[config.mk]
export PLATFORM = sky130hd
export DESIGN_NAME = pcr_config_regs
export DESIGN_NICKNAME = d
export VERILOG_FILES = /design/src/rtl/pcr_pkg.sv /design/src/rtl/pcr_reg8.sv /design/src/rtl/pcr_fb_div.sv /design/src/rtl/pcr_config_regs.sv
export SDC_FILE = /design/constraint.sdc
export NUM_CORES = 1
export LEC_CHECK = 0
export BUFFER_PORTS_ARGS = -buffer_cell sky130_fd_sc_hd__buf_2
export CAP_MARGIN = 0
export CELL_PAD_IN_SITES_DETAIL_PLACEMENT = 1
export CELL_PAD_IN_SITES_GLOBAL_PLACEMENT = 1
export CORE_MARGIN = 8
export CORE_UTILIZATION = 26
export CTS_CLUSTER_SIZE = 10
export DETAILED_ROUTE_END_ITERATION = 7
export PLACE_DENSITY = 0.61
export SYNTH_ARGS = -nofsm -noshare
export SYNTH_HDL_FRONTEND = slang
export SYNTH_HIERARCHICAL = 1
export SYNTH_SLANG_ARGS = --single-unit
[constraint.sdc]
create_clock -name clk -period 2.6 [get_ports clk]
set_input_delay 0.26 -clock clk [delete_from_list [all_inputs] [get_ports clk]]
set_output_delay 0.26 -clock clk [all_outputs]
set_load 0.01 [all_outputs]
[src/rtl/pcr_pkg.sv]
package pcr_pkg;

   // ==========================================================
   // Register map
   localparam logic [15:0] PCR_ADDR_FAST_LOCK = 16'h010b;
   localparam logic [15:0] PCR_ADDR_PUMP_CUR  = 16'h0200;
   localparam logic [15:0] PCR_ADDR_FB_DIV    = 16'h0201;
   localparam logic [15:0] PCR_ADDR_CONTROL   = 16'h0202;
   localparam logic [15:0] PCR_ADDR_VCO_CTRL  = 16'h0203;

   // ==========================================================
   // Reset values and writable masks
   localparam logic [7:0]  PCR_RST_FAST_LOCK  = 8'h00;
   localparam logic [7:0]  PCR_RST_PUMP_CUR   = 8'h00;
   localparam logic [7:0]  PCR_RST_FB_DIV     = 8'h04;
   localparam logic [7:0]  PCR_RST_CONTROL    = 8'h03;
   localparam logic [7:0]  PCR_RST_VCO_CTRL   = 8'h00;
   localparam logic [7:0]  PCR_MASK_FULL      = 8'hff;
   localparam logic [7:0]  PCR_MASK_CONTROL   = 8'ha3;
   localparam logic [7:0]  PCR_MASK_VCO_CTRL  = 8'h1f;
   localparam logic [7:0]  PCR_RDATA_NONE     = 8'h00;

   // ==========================================================
   // Field positions
   localparam int          PCR_FL_EN_BIT      = 7;
   localparam int          PCR_CTL_LDPD_BIT   = 7;
   localparam int          PCR_CTL_DBL_BIT    = 5;
   localparam int          PCR_VCO_PATH_BIT   = 4;
   localparam int          PCR_VCO_DIVRST_BIT = 3;
   localparam int          PCR_VCO_VALID_BIT  = 2;
   localparam int          PCR_VCO_MID_BIT    = 1;
   localparam int          PCR_VCO_CAL_BIT    = 0;

   // ==========================================================
   // Types
   typedef enum logic [1:0] {
      PCR_CP_TRISTATE = 2'b00,
      PCR_CP_DOWN     = 2'b01,
      PCR_CP_UP       = 2'b10,
      PCR_CP_NORMAL   = 2'b11
   } pcr_cp_mode_t;

   typedef struct packed {
      logic         fast_lock_en;
      logic [6:0]   fast_lock_cp_cur;
      logic [7:0]   loop2_cp_cur;
      logic [1:0]   fb_fine;
      logic [5:0]   fb_coarse;
      logic         lock_det_pd;
      logic         doubler_en;
      pcr_cp_mode_t cp_mode;
      logic         ref_path_en;
      logic         fb_div_reset;
      logic         ref_valid_force;
      logic         vco_midscale;
      logic         vco_cal;
   } pcr_cfg_t;

endpackage : pcr_pkg

[src/rtl/pcr_reg8.sv]
`timescale 1ns/1ps
module pcr_reg8 #(
   parameter logic [7:0] RESET_VAL = 8'h00,
   parameter logic [7:0] WR_MASK   = 8'hff
) (
   // Clock and reset
   input  wire logic       clk,
   input  wire logic       rst_n,
   // Write port
   input  wire logic       wr_en,
   input  wire logic [7:0] wdata,
   // Contents
   output logic [7:0]      q
);
   logic [7:0] q_d;

   // Reserved bits never store, so they read back as zero
   always_comb begin
      q_d = q;
      if (wr_en) begin
         q_d = wdata & WR_MASK;
      end
   end

   always_ff @(posedge clk or negedge rst_n) begin
      if (!rst_n) begin
         q <= RESET_VAL;
      end else begin
         q <= q_d;
      end
   end
endmodule : pcr_reg8

[src/rtl/pcr_fb_div.sv]
`timescale 1ns/1ps
module pcr_fb_div (
   // Clock and reset
   input  wire logic       clk,
   input  wire logic       rst_n,
   // Control
   input  wire logic       hold,
   input  wire logic       tick_en,
   input  wire logic [5:0] coarse,
   input  wire logic [1:0] fine,
   // Divided output
   output logic            out_pulse_q,
   output logic [7:0]      count_q
);
   logic [7:0] count_d;
   logic       out_pulse_d;
   logic [7:0] last_val;

   // Division 4*coarse+fine; illegal small values are the host's problem
   assign last_val = {coarse, 2'b00} + {6'h00, fine} - 8'h01;

   always_comb begin
      count_d     = count_q;
      out_pulse_d = 1'b0;
      if (hold) begin
         count_d = 8'h00;
      end else if (tick_en) begin
         if (count_q >= last_val) begin
            count_d     = 8'h00;
            out_pulse_d = 1'b1;
         end else begin
            count_d = count_q + 8'h01;
         end
      end
   end

   always_ff @(posedge clk or negedge rst_n) begin
      if (!rst_n) begin
         count_q     <= 8'h00;
         out_pulse_q <= 1'b0;
      end else begin
         count_q     <= count_d;
         out_pulse_q <= out_pulse_d;
      end
   end
endmodule : pcr_fb_div

[src/rtl/pcr_config_regs.sv]
`timescale 1ns/1ps
module pcr_config_regs (
   // Clock and reset
   input  wire logic              clk,
   input  wire logic              rst_n,
   // Register access from the serial control port
   input  wire logic [15:0]       reg_addr,
   input  wire logic [7:0]        reg_wdata,
   input  wire logic              reg_wr,
   input  wire logic              reg_rd,
   output logic [7:0]             reg_rdata_q,
   output logic                   reg_rd_valid_q,
   output logic                   reg_addr_err_q,
   // Loop status inputs
   input  wire logic              osc_valid_pin,
   input  wire logic              vco_tick,
   // Configuration outputs
   output pcr_pkg::pcr_cfg_t      cfg,
   output logic                   ref_valid_q,
   output logic                   cal_start_q,
   output logic                   fb_div_pulse,
   output logic [7:0]             fb_div_count
);
   import pcr_pkg::*;

   // ==========================================================
   // Address decode
   logic       sel_fl;
   logic       sel_cp;
   logic       sel_fb;
   logic       sel_ctl;
   logic       sel_vco;
   logic       sel_none;
   logic [7:0] fl_q;
   logic [7:0] cp_q;
   logic [7:0] fb_q;
   logic [7:0] ctl_q;
   logic [7:0] vco_q;

   always_comb begin
      sel_fl   = 1'b0;
      sel_cp   = 1'b0;
      sel_fb   = 1'b0;
      sel_ctl  = 1'b0;
      sel_vco  = 1'b0;
      sel_none = 1'b0;
      if (reg_addr == PCR_ADDR_FAST_LOCK) begin
         sel_fl = 1'b1;
      end else if (reg_addr == PCR_ADDR_PUMP_CUR) begin
         sel_cp = 1'b1;
      end else if (reg_addr == PCR_ADDR_FB_DIV) begin
         sel_fb = 1'b1;
      end else if (reg_addr == PCR_ADDR_CONTROL) begin
         sel_ctl = 1'b1;
      end else if (reg_addr == PCR_ADDR_VCO_CTRL) begin
         sel_vco = 1'b1;
      end else begin
         sel_none = 1'b1;
      end
   end

   // ==========================================================
   // Register storage
   pcr_reg8 #(.RESET_VAL(PCR_RST_FAST_LOCK), .WR_MASK(PCR_MASK_FULL)) u_fl (
      .clk   (clk),
      .rst_n (rst_n),
      .wr_en (reg_wr && sel_fl),
      .wdata (reg_wdata),
      .q     (fl_q)
   );

   pcr_reg8 #(.RESET_VAL(PCR_RST_PUMP_CUR), .WR_MASK(PCR_MASK_FULL)) u_cp (
      .clk   (clk),
      .rst_n (rst_n),
      .wr_en (reg_wr && sel_cp),
      .wdata (reg_wdata),
      .q     (cp_q)
   );

   pcr_reg8 #(.RESET_VAL(PCR_RST_FB_DIV), .WR_MASK(PCR_MASK_FULL)) u_fb (
      .clk   (clk),
      .rst_n (rst_n),
      .wr_en (reg_wr && sel_fb),
      .wdata (reg_wdata),
      .q     (fb_q)
   );

   // Bit 6 is masked: a stray one from the host can never land
   pcr_reg8 #(.RESET_VAL(PCR_RST_CONTROL), .WR_MASK(PCR_MASK_CONTROL)) u_ctl (
      .clk   (clk),
      .rst_n (rst_n),
      .wr_en (reg_wr && sel_ctl),
      .wdata (reg_wdata),
      .q     (ctl_q)
   );

   pcr_reg8 #(.RESET_VAL(PCR_RST_VCO_CTRL), .WR_MASK(PCR_MASK_VCO_CTRL)) u_vco (
      .clk   (clk),
      .rst_n (rst_n),
      .wr_en (reg_wr && sel_vco),
      .wdata (reg_wdata),
      .q     (vco_q)
   );

   // ==========================================================
   // Field mapping
   always_comb begin
      cfg.fast_lock_en     = fl_q[PCR_FL_EN_BIT];
      cfg.fast_lock_cp_cur = fl_q[6:0];
      cfg.loop2_cp_cur     = cp_q;
      cfg.fb_fine          = fb_q[7:6];
      cfg.fb_coarse        = fb_q[5:0];
      cfg.lock_det_pd      = ctl_q[PCR_CTL_LDPD_BIT];
      cfg.doubler_en       = ctl_q[PCR_CTL_DBL_BIT];
      cfg.cp_mode          = pcr_cp_mode_t'(ctl_q[1:0]);
      cfg.ref_path_en      = vco_q[PCR_VCO_PATH_BIT];
      cfg.fb_div_reset     = vco_q[PCR_VCO_DIVRST_BIT];
      cfg.ref_valid_force  = vco_q[PCR_VCO_VALID_BIT];
      cfg.vco_midscale     = vco_q[PCR_VCO_MID_BIT];
      cfg.vco_cal          = vco_q[PCR_VCO_CAL_BIT];
   end

   // ==========================================================
   // Read port
   logic [7:0] rdata_d;
   logic       rd_valid_d;
   logic       addr_err_d;

   always_comb begin
      rdata_d    = reg_rdata_q;
      rd_valid_d = reg_rd;
      addr_err_d = (reg_rd || reg_wr) && sel_none;
      if (reg_rd) begin
         if (sel_fl) begin
            rdata_d = fl_q;
         end else if (sel_cp) begin
            rdata_d = cp_q;
         end else if (sel_fb) begin
            rdata_d = fb_q;
         end else if (sel_ctl) begin
            rdata_d = ctl_q;
         end else if (sel_vco) begin
            rdata_d = vco_q;
         end else begin
            rdata_d = PCR_RDATA_NONE;
         end
      end
   end

   always_ff @(posedge clk or negedge rst_n) begin
      if (!rst_n) begin
         reg_rdata_q    <= PCR_RDATA_NONE;
         reg_rd_valid_q <= 1'b0;
         reg_addr_err_q <= 1'b0;
      end else begin
         reg_rdata_q    <= rdata_d;
         reg_rd_valid_q <= rd_valid_d;
         reg_addr_err_q <= addr_err_d;
      end
   end

   // ==========================================================
   // Oscillator indicator and reference validity
   // Indicator is asynchronous; the third stage filters a single metastable sample
   logic [2:0] osc_sync_q;
   logic [2:0] osc_sync_d;
   logic       osc_stable_q;
   logic       osc_stable_d;
   logic       ref_valid_d;

   always_comb begin
      osc_sync_d   = {osc_sync_q[1:0], osc_valid_pin};
      osc_stable_d = osc_stable_q;
      if (osc_sync_q[1] == osc_sync_q[2]) begin
         osc_stable_d = osc_sync_q[2];
      end
      ref_valid_d = cfg.ref_valid_force || osc_stable_q;
   end

   always_ff @(posedge clk or negedge rst_n) begin
      if (!rst_n) begin
         osc_sync_q   <= 3'h0;
         osc_stable_q <= 1'b0;
         ref_valid_q  <= 1'b0;
      end else begin
         osc_sync_q   <= osc_sync_d;
         osc_stable_q <= osc_stable_d;
         ref_valid_q  <= ref_valid_d;
      end
   end

   // ==========================================================
   // Calibration start
   // Level stays with the host; only the rising edge is reported as a pulse
   logic cal_prev_q;
   logic cal_prev_d;
   logic cal_start_d;

   always_comb begin
      cal_prev_d  = cfg.vco_cal;
      cal_start_d = cfg.vco_cal && !cal_prev_q;
   end

   always_ff @(posedge clk or negedge rst_n) begin
      if (!rst_n) begin
         cal_prev_q  <= 1'b0;
         cal_start_q <= 1'b0;
      end else begin
         cal_prev_q  <= cal_prev_d;
         cal_start_q <= cal_start_d;
      end
   end

   // ==========================================================
   // Feedback divider
   pcr_fb_div u_fb_div (
      .clk         (clk),
      .rst_n       (rst_n),
      .hold        (cfg.fb_div_reset),
      .tick_en     (vco_tick),
      .coarse      (cfg.fb_coarse),
      .fine        (cfg.fb_fine),
      .out_pulse_q (fb_div_pulse),
      .count_q     (fb_div_count)
   );
endmodule : pcr_config_regs

==> impl_metrics.env <==
export IMPL_outcome="completed"
export IMPL_grt_max_degree=36
export IMPL_slowest_delay_ns=0.47
export IMPL_drcViolationCount=0
export IMPL_port_buffers=83
export IMPL_io_pins=84
export IMPL_routed_wl_um=8850
export IMPL_cp_max_fo=6
export IMPL_wl_met3_um=415
export IMPL_cts_tree="built"
export IMPL_gr_total_overflow=0
export IMPL_grt_usage=0.121
export IMPL_fin_util=0.353
export IMPL_finalMaxSlewViolations=0
export IMPL_vias_per_cell=4.66
export IMPL_cp_required_ns=2.83
export IMPL_fin_ws_ns=0.0815
export IMPL_synth_top_area_frac=0.463
export IMPL_slew_headroom=0.537
export IMPL_whs_ns=0.0439
export IMPL_clock_sinks=59
export IMPL_synthesis_area_mm2=0.00303
export IMPL_antenna_cells=0
export IMPL_dpl_hpwl_um=6680
export IMPL_max_slew_worst_pin_slew_ns=0.693
export IMPL_area_growth_syn_to_layout_pct=32.6
export IMPL_drive_gt1_frac=0.507
export IMPL_antenna_found_initial=0
export IMPL_crit_buf_inv=1
export IMPL_setup_tns_ns=0
export IMPL_synth_area_leaders="dfrtp_1 46%, mux2_4 12%, mux4_2 5.2%"
export IMPL_die_y_um=124
export IMPL_clock_path_buffers=2
export IMPL_timing_hold_violations_final=0
export IMPL_drt_iter0_drc=104
export IMPL_cp_start_kind="flop"
export IMPL_cts_root_buffer_cell="clkbuf_16"
export IMPL_cts_htree_levels=3
export IMPL_start_util=0.266
export IMPL_rows=39
export IMPL_grt_pass1_vias=2539
export IMPL_end_kind="flop"
export IMPL_power_density_mw_per_mm2=672
export IMPL_worstPathArrival_ns=2.75
export IMPL_fin_skew_ns=0.00460
export IMPL_ys_types=40
export IMPL_ys_seq_area_frac=0.489
export IMPL_pre_cts_ws_ns=0.0113
export IMPL_maxCapViolCount=0
export IMPL_nets=374
export IMPL_path_delay_family="simple AND/OR/NAND/NOR gates"
export IMPL_highest_layer="met4"
export IMPL_vias=2248
export IMPL_cts_buffers=9
export IMPL_min_period_ns=2.52
export IMPL_setup_viol=0
export IMPL_drtPass1Iterations=4
export IMPL_cp_slowest_cell="or4_1"
export IMPL_irDropWorstVdd_uv=218
export IMPL_wl_per_cell_um=18.4
export IMPL_clk_pin_slew_worst_paths_ns=0.05
export IMPL_die_w_um=124
export IMPL_fin_crit_sh=0.969
export IMPL_worstSetupPathType="reg2reg"
export IMPL_yosys_area_top_type="dfrtp_1"
export IMPL_crit_chain="buf_4, nor3_2, nand2_1, xor2_1, ha_1, a21oi_1, o21ai_1, a211o_1, or4_1, o211ai_1"
export IMPL_place_congestion=0.754
export IMPL_wl_met2_um=4690
export IMPL_synth_seq_cells=59
export IMPL_synth_area_per_cell_um2=13.0
export IMPL_hold_path_class="in2reg"
export IMPL_die_area_mm2=0.0153
export IMPL_core_area_mm2=0.0114
export IMPL_ys_warn_count=6
export IMPL_leakage_nw=2.08
export IMPL_drt_antenna_violating_nets=0
export IMPL_wl_met1_um=3650
export IMPL_clock_latency_ns=0.32
export IMPL_syn_inst=233
export IMPL_reg2reg_setup_slack_ns=0.08
export IMPL_timing_fmax_ghz=0.397
export IMPL_grt_pass1_wl_um=14100
power breakdown:
part	total [mW]	internal, mW	switching [mW]
Clock	1.13	0.697	0.429
Sequential	1.09	0.988	0.104
Combinational	0.478	0.220	0.258
Total	2.70	1.91	0.791
cell usage after synthesis:
cell type,number
buf_6,4
mux2_4,24
or4_1,1
mux4_1,1
xnor2_1,3
nand2_1,15
ha_1,10
buf_2,2
mux2_2,9
clkbuf_1,3
nand3_1,5
nor4_1,3
dfrtp_1,56
conb_1,2
a31oi_1,1
nor4b_1,2
nand2b_1,1
nor3b_1,4
o22ai_1,1
o21ai_1,1
o211ai_1,2
and3_1,5
maj3_1,1
buf_4,7
xor2_1,3
or3_1,3
a211oi_2,1
nor2b_1,11
mux4_2,7
dfstp_2,3
inv_1,3
o21a_1,1
a211o_1,1
a21o_1,4
o21ai_0,3
a221o_1,8
a21oi_1,8
nor3_1,6
nor2_1,5
or2_2,3
layout by cell type, fill, tap and decap left out, types with 2 or more instances in the layout:
master / n
clkbuf_16: 9
nor4_1: 2
nor2_1: 5
xor2_1: 3
dfrtp_2: 2
xnor2_1: 3
dfrtp_1: 54
or3_1: 3
inv_1: 3
conb_1: 7
clkinvlp_4: 3
dfstp_2: 3
and3_1: 5
a21o_1: 4
or2_2: 3
a221o_1: 8
clkbuf_8: 2
o21ai_0: 2
mux2_4: 24
mux4_2: 7
a21oi_1: 8
buf_2: 83
nand2_1: 15
nor3_1: 4
o211ai_1: 2
nor3b_1: 3
nor2b_1: 11
mux2_2: 9
ha_1: 9
nand3_1: 5
buf_4: 16
nor3_2: 2
worst paths after layout:
kind | end | startpoint | cells after the start
min reg2reg | osc_sync_q[1] | osc_sync_q[0] | 0
min in group asynchronous | u_fb_div/out_pulse_q | rst_n | 2
max reg2reg | u_fb_div/count_q[7] | u_fb/q[6] | 10
min | osc_sync_q[0] | osc_valid_pin | 1
max in group asynchronous | u_fb/q[2] | rst_n | 3
max | u_fb_div/count_q[7] | u_fb/q[6] | 10
final cells by class:
cell class	count	area, um^2
Timing Repair Buffer	101	566
Inverter	3	11.3
Clock buffer	11	253
Multi-Input combinational cell	160	1490
Clock inverter	5	36.3
Sequential cell	59	1480
Fill cell	1272	7360
Tap cell	143	179
per-layer routing:
layer  global-route usage  vias up
met2                0.208       41
met4               0.0474        0
met3               0.0345        7
met5                    0        -
met1                0.139     1161
li1                     -     1039
state kept, by name, summed over array words and instances, names as in the netlist:
| name | count |
|---|---|
| cal_prev_q | 1 |
| cal_start_q | 1 |
| osc_stable_q | 1 |
| osc_sync_q | 3 |
| ref_valid_q | 1 |
| reg_addr_err_q | 1 |
| reg_rd_valid_q | 1 |
| reg_rdata_q | 8 |
| u_cp/q | 8 |
| u_ctl/q | 4 |
| u_fb/q | 8 |
| u_fb_div/count_q | 8 |
| u_fb_div/out_pulse_q | 1 |
| u_fl/q | 8 |
| u_vco/q | 5 |
timing repair:
item / CTS / global route
setup buffers: 0 / 1
gates cloned: 0 / 0
hold buffers: 1 / 0
endpoints found under the setup margin: 1 / 2
resized for setup: 1 / 9
endpoints found under the hold margin: 24 / 0
pin swaps: 0 / 2
metrics by stage:
stage          std cells  power, mW  cell area (um^2)
2_1_floorplan        238       1.38              3040
3_3_place_gp         464       1.58              3660
3_5_place_dp         464       1.59              3660
4_1_cts              481       2.74              3970
5_1_grt              482       2.87              4010
6_report             482       2.70              4010
kinds of logic after synthesis:
logic type / synth area share
buffers and inverters: 0.0430
DFF: 0.489
xor gates and xnor gates: 0.0174
adders and majority gates: 0.0447
AOI/OAI and AO/OA: 0.0749
other: 0.00248
and+or+nand+nor: 0.115
muxes: 0.213
Power figures use the tool's default switching activity.
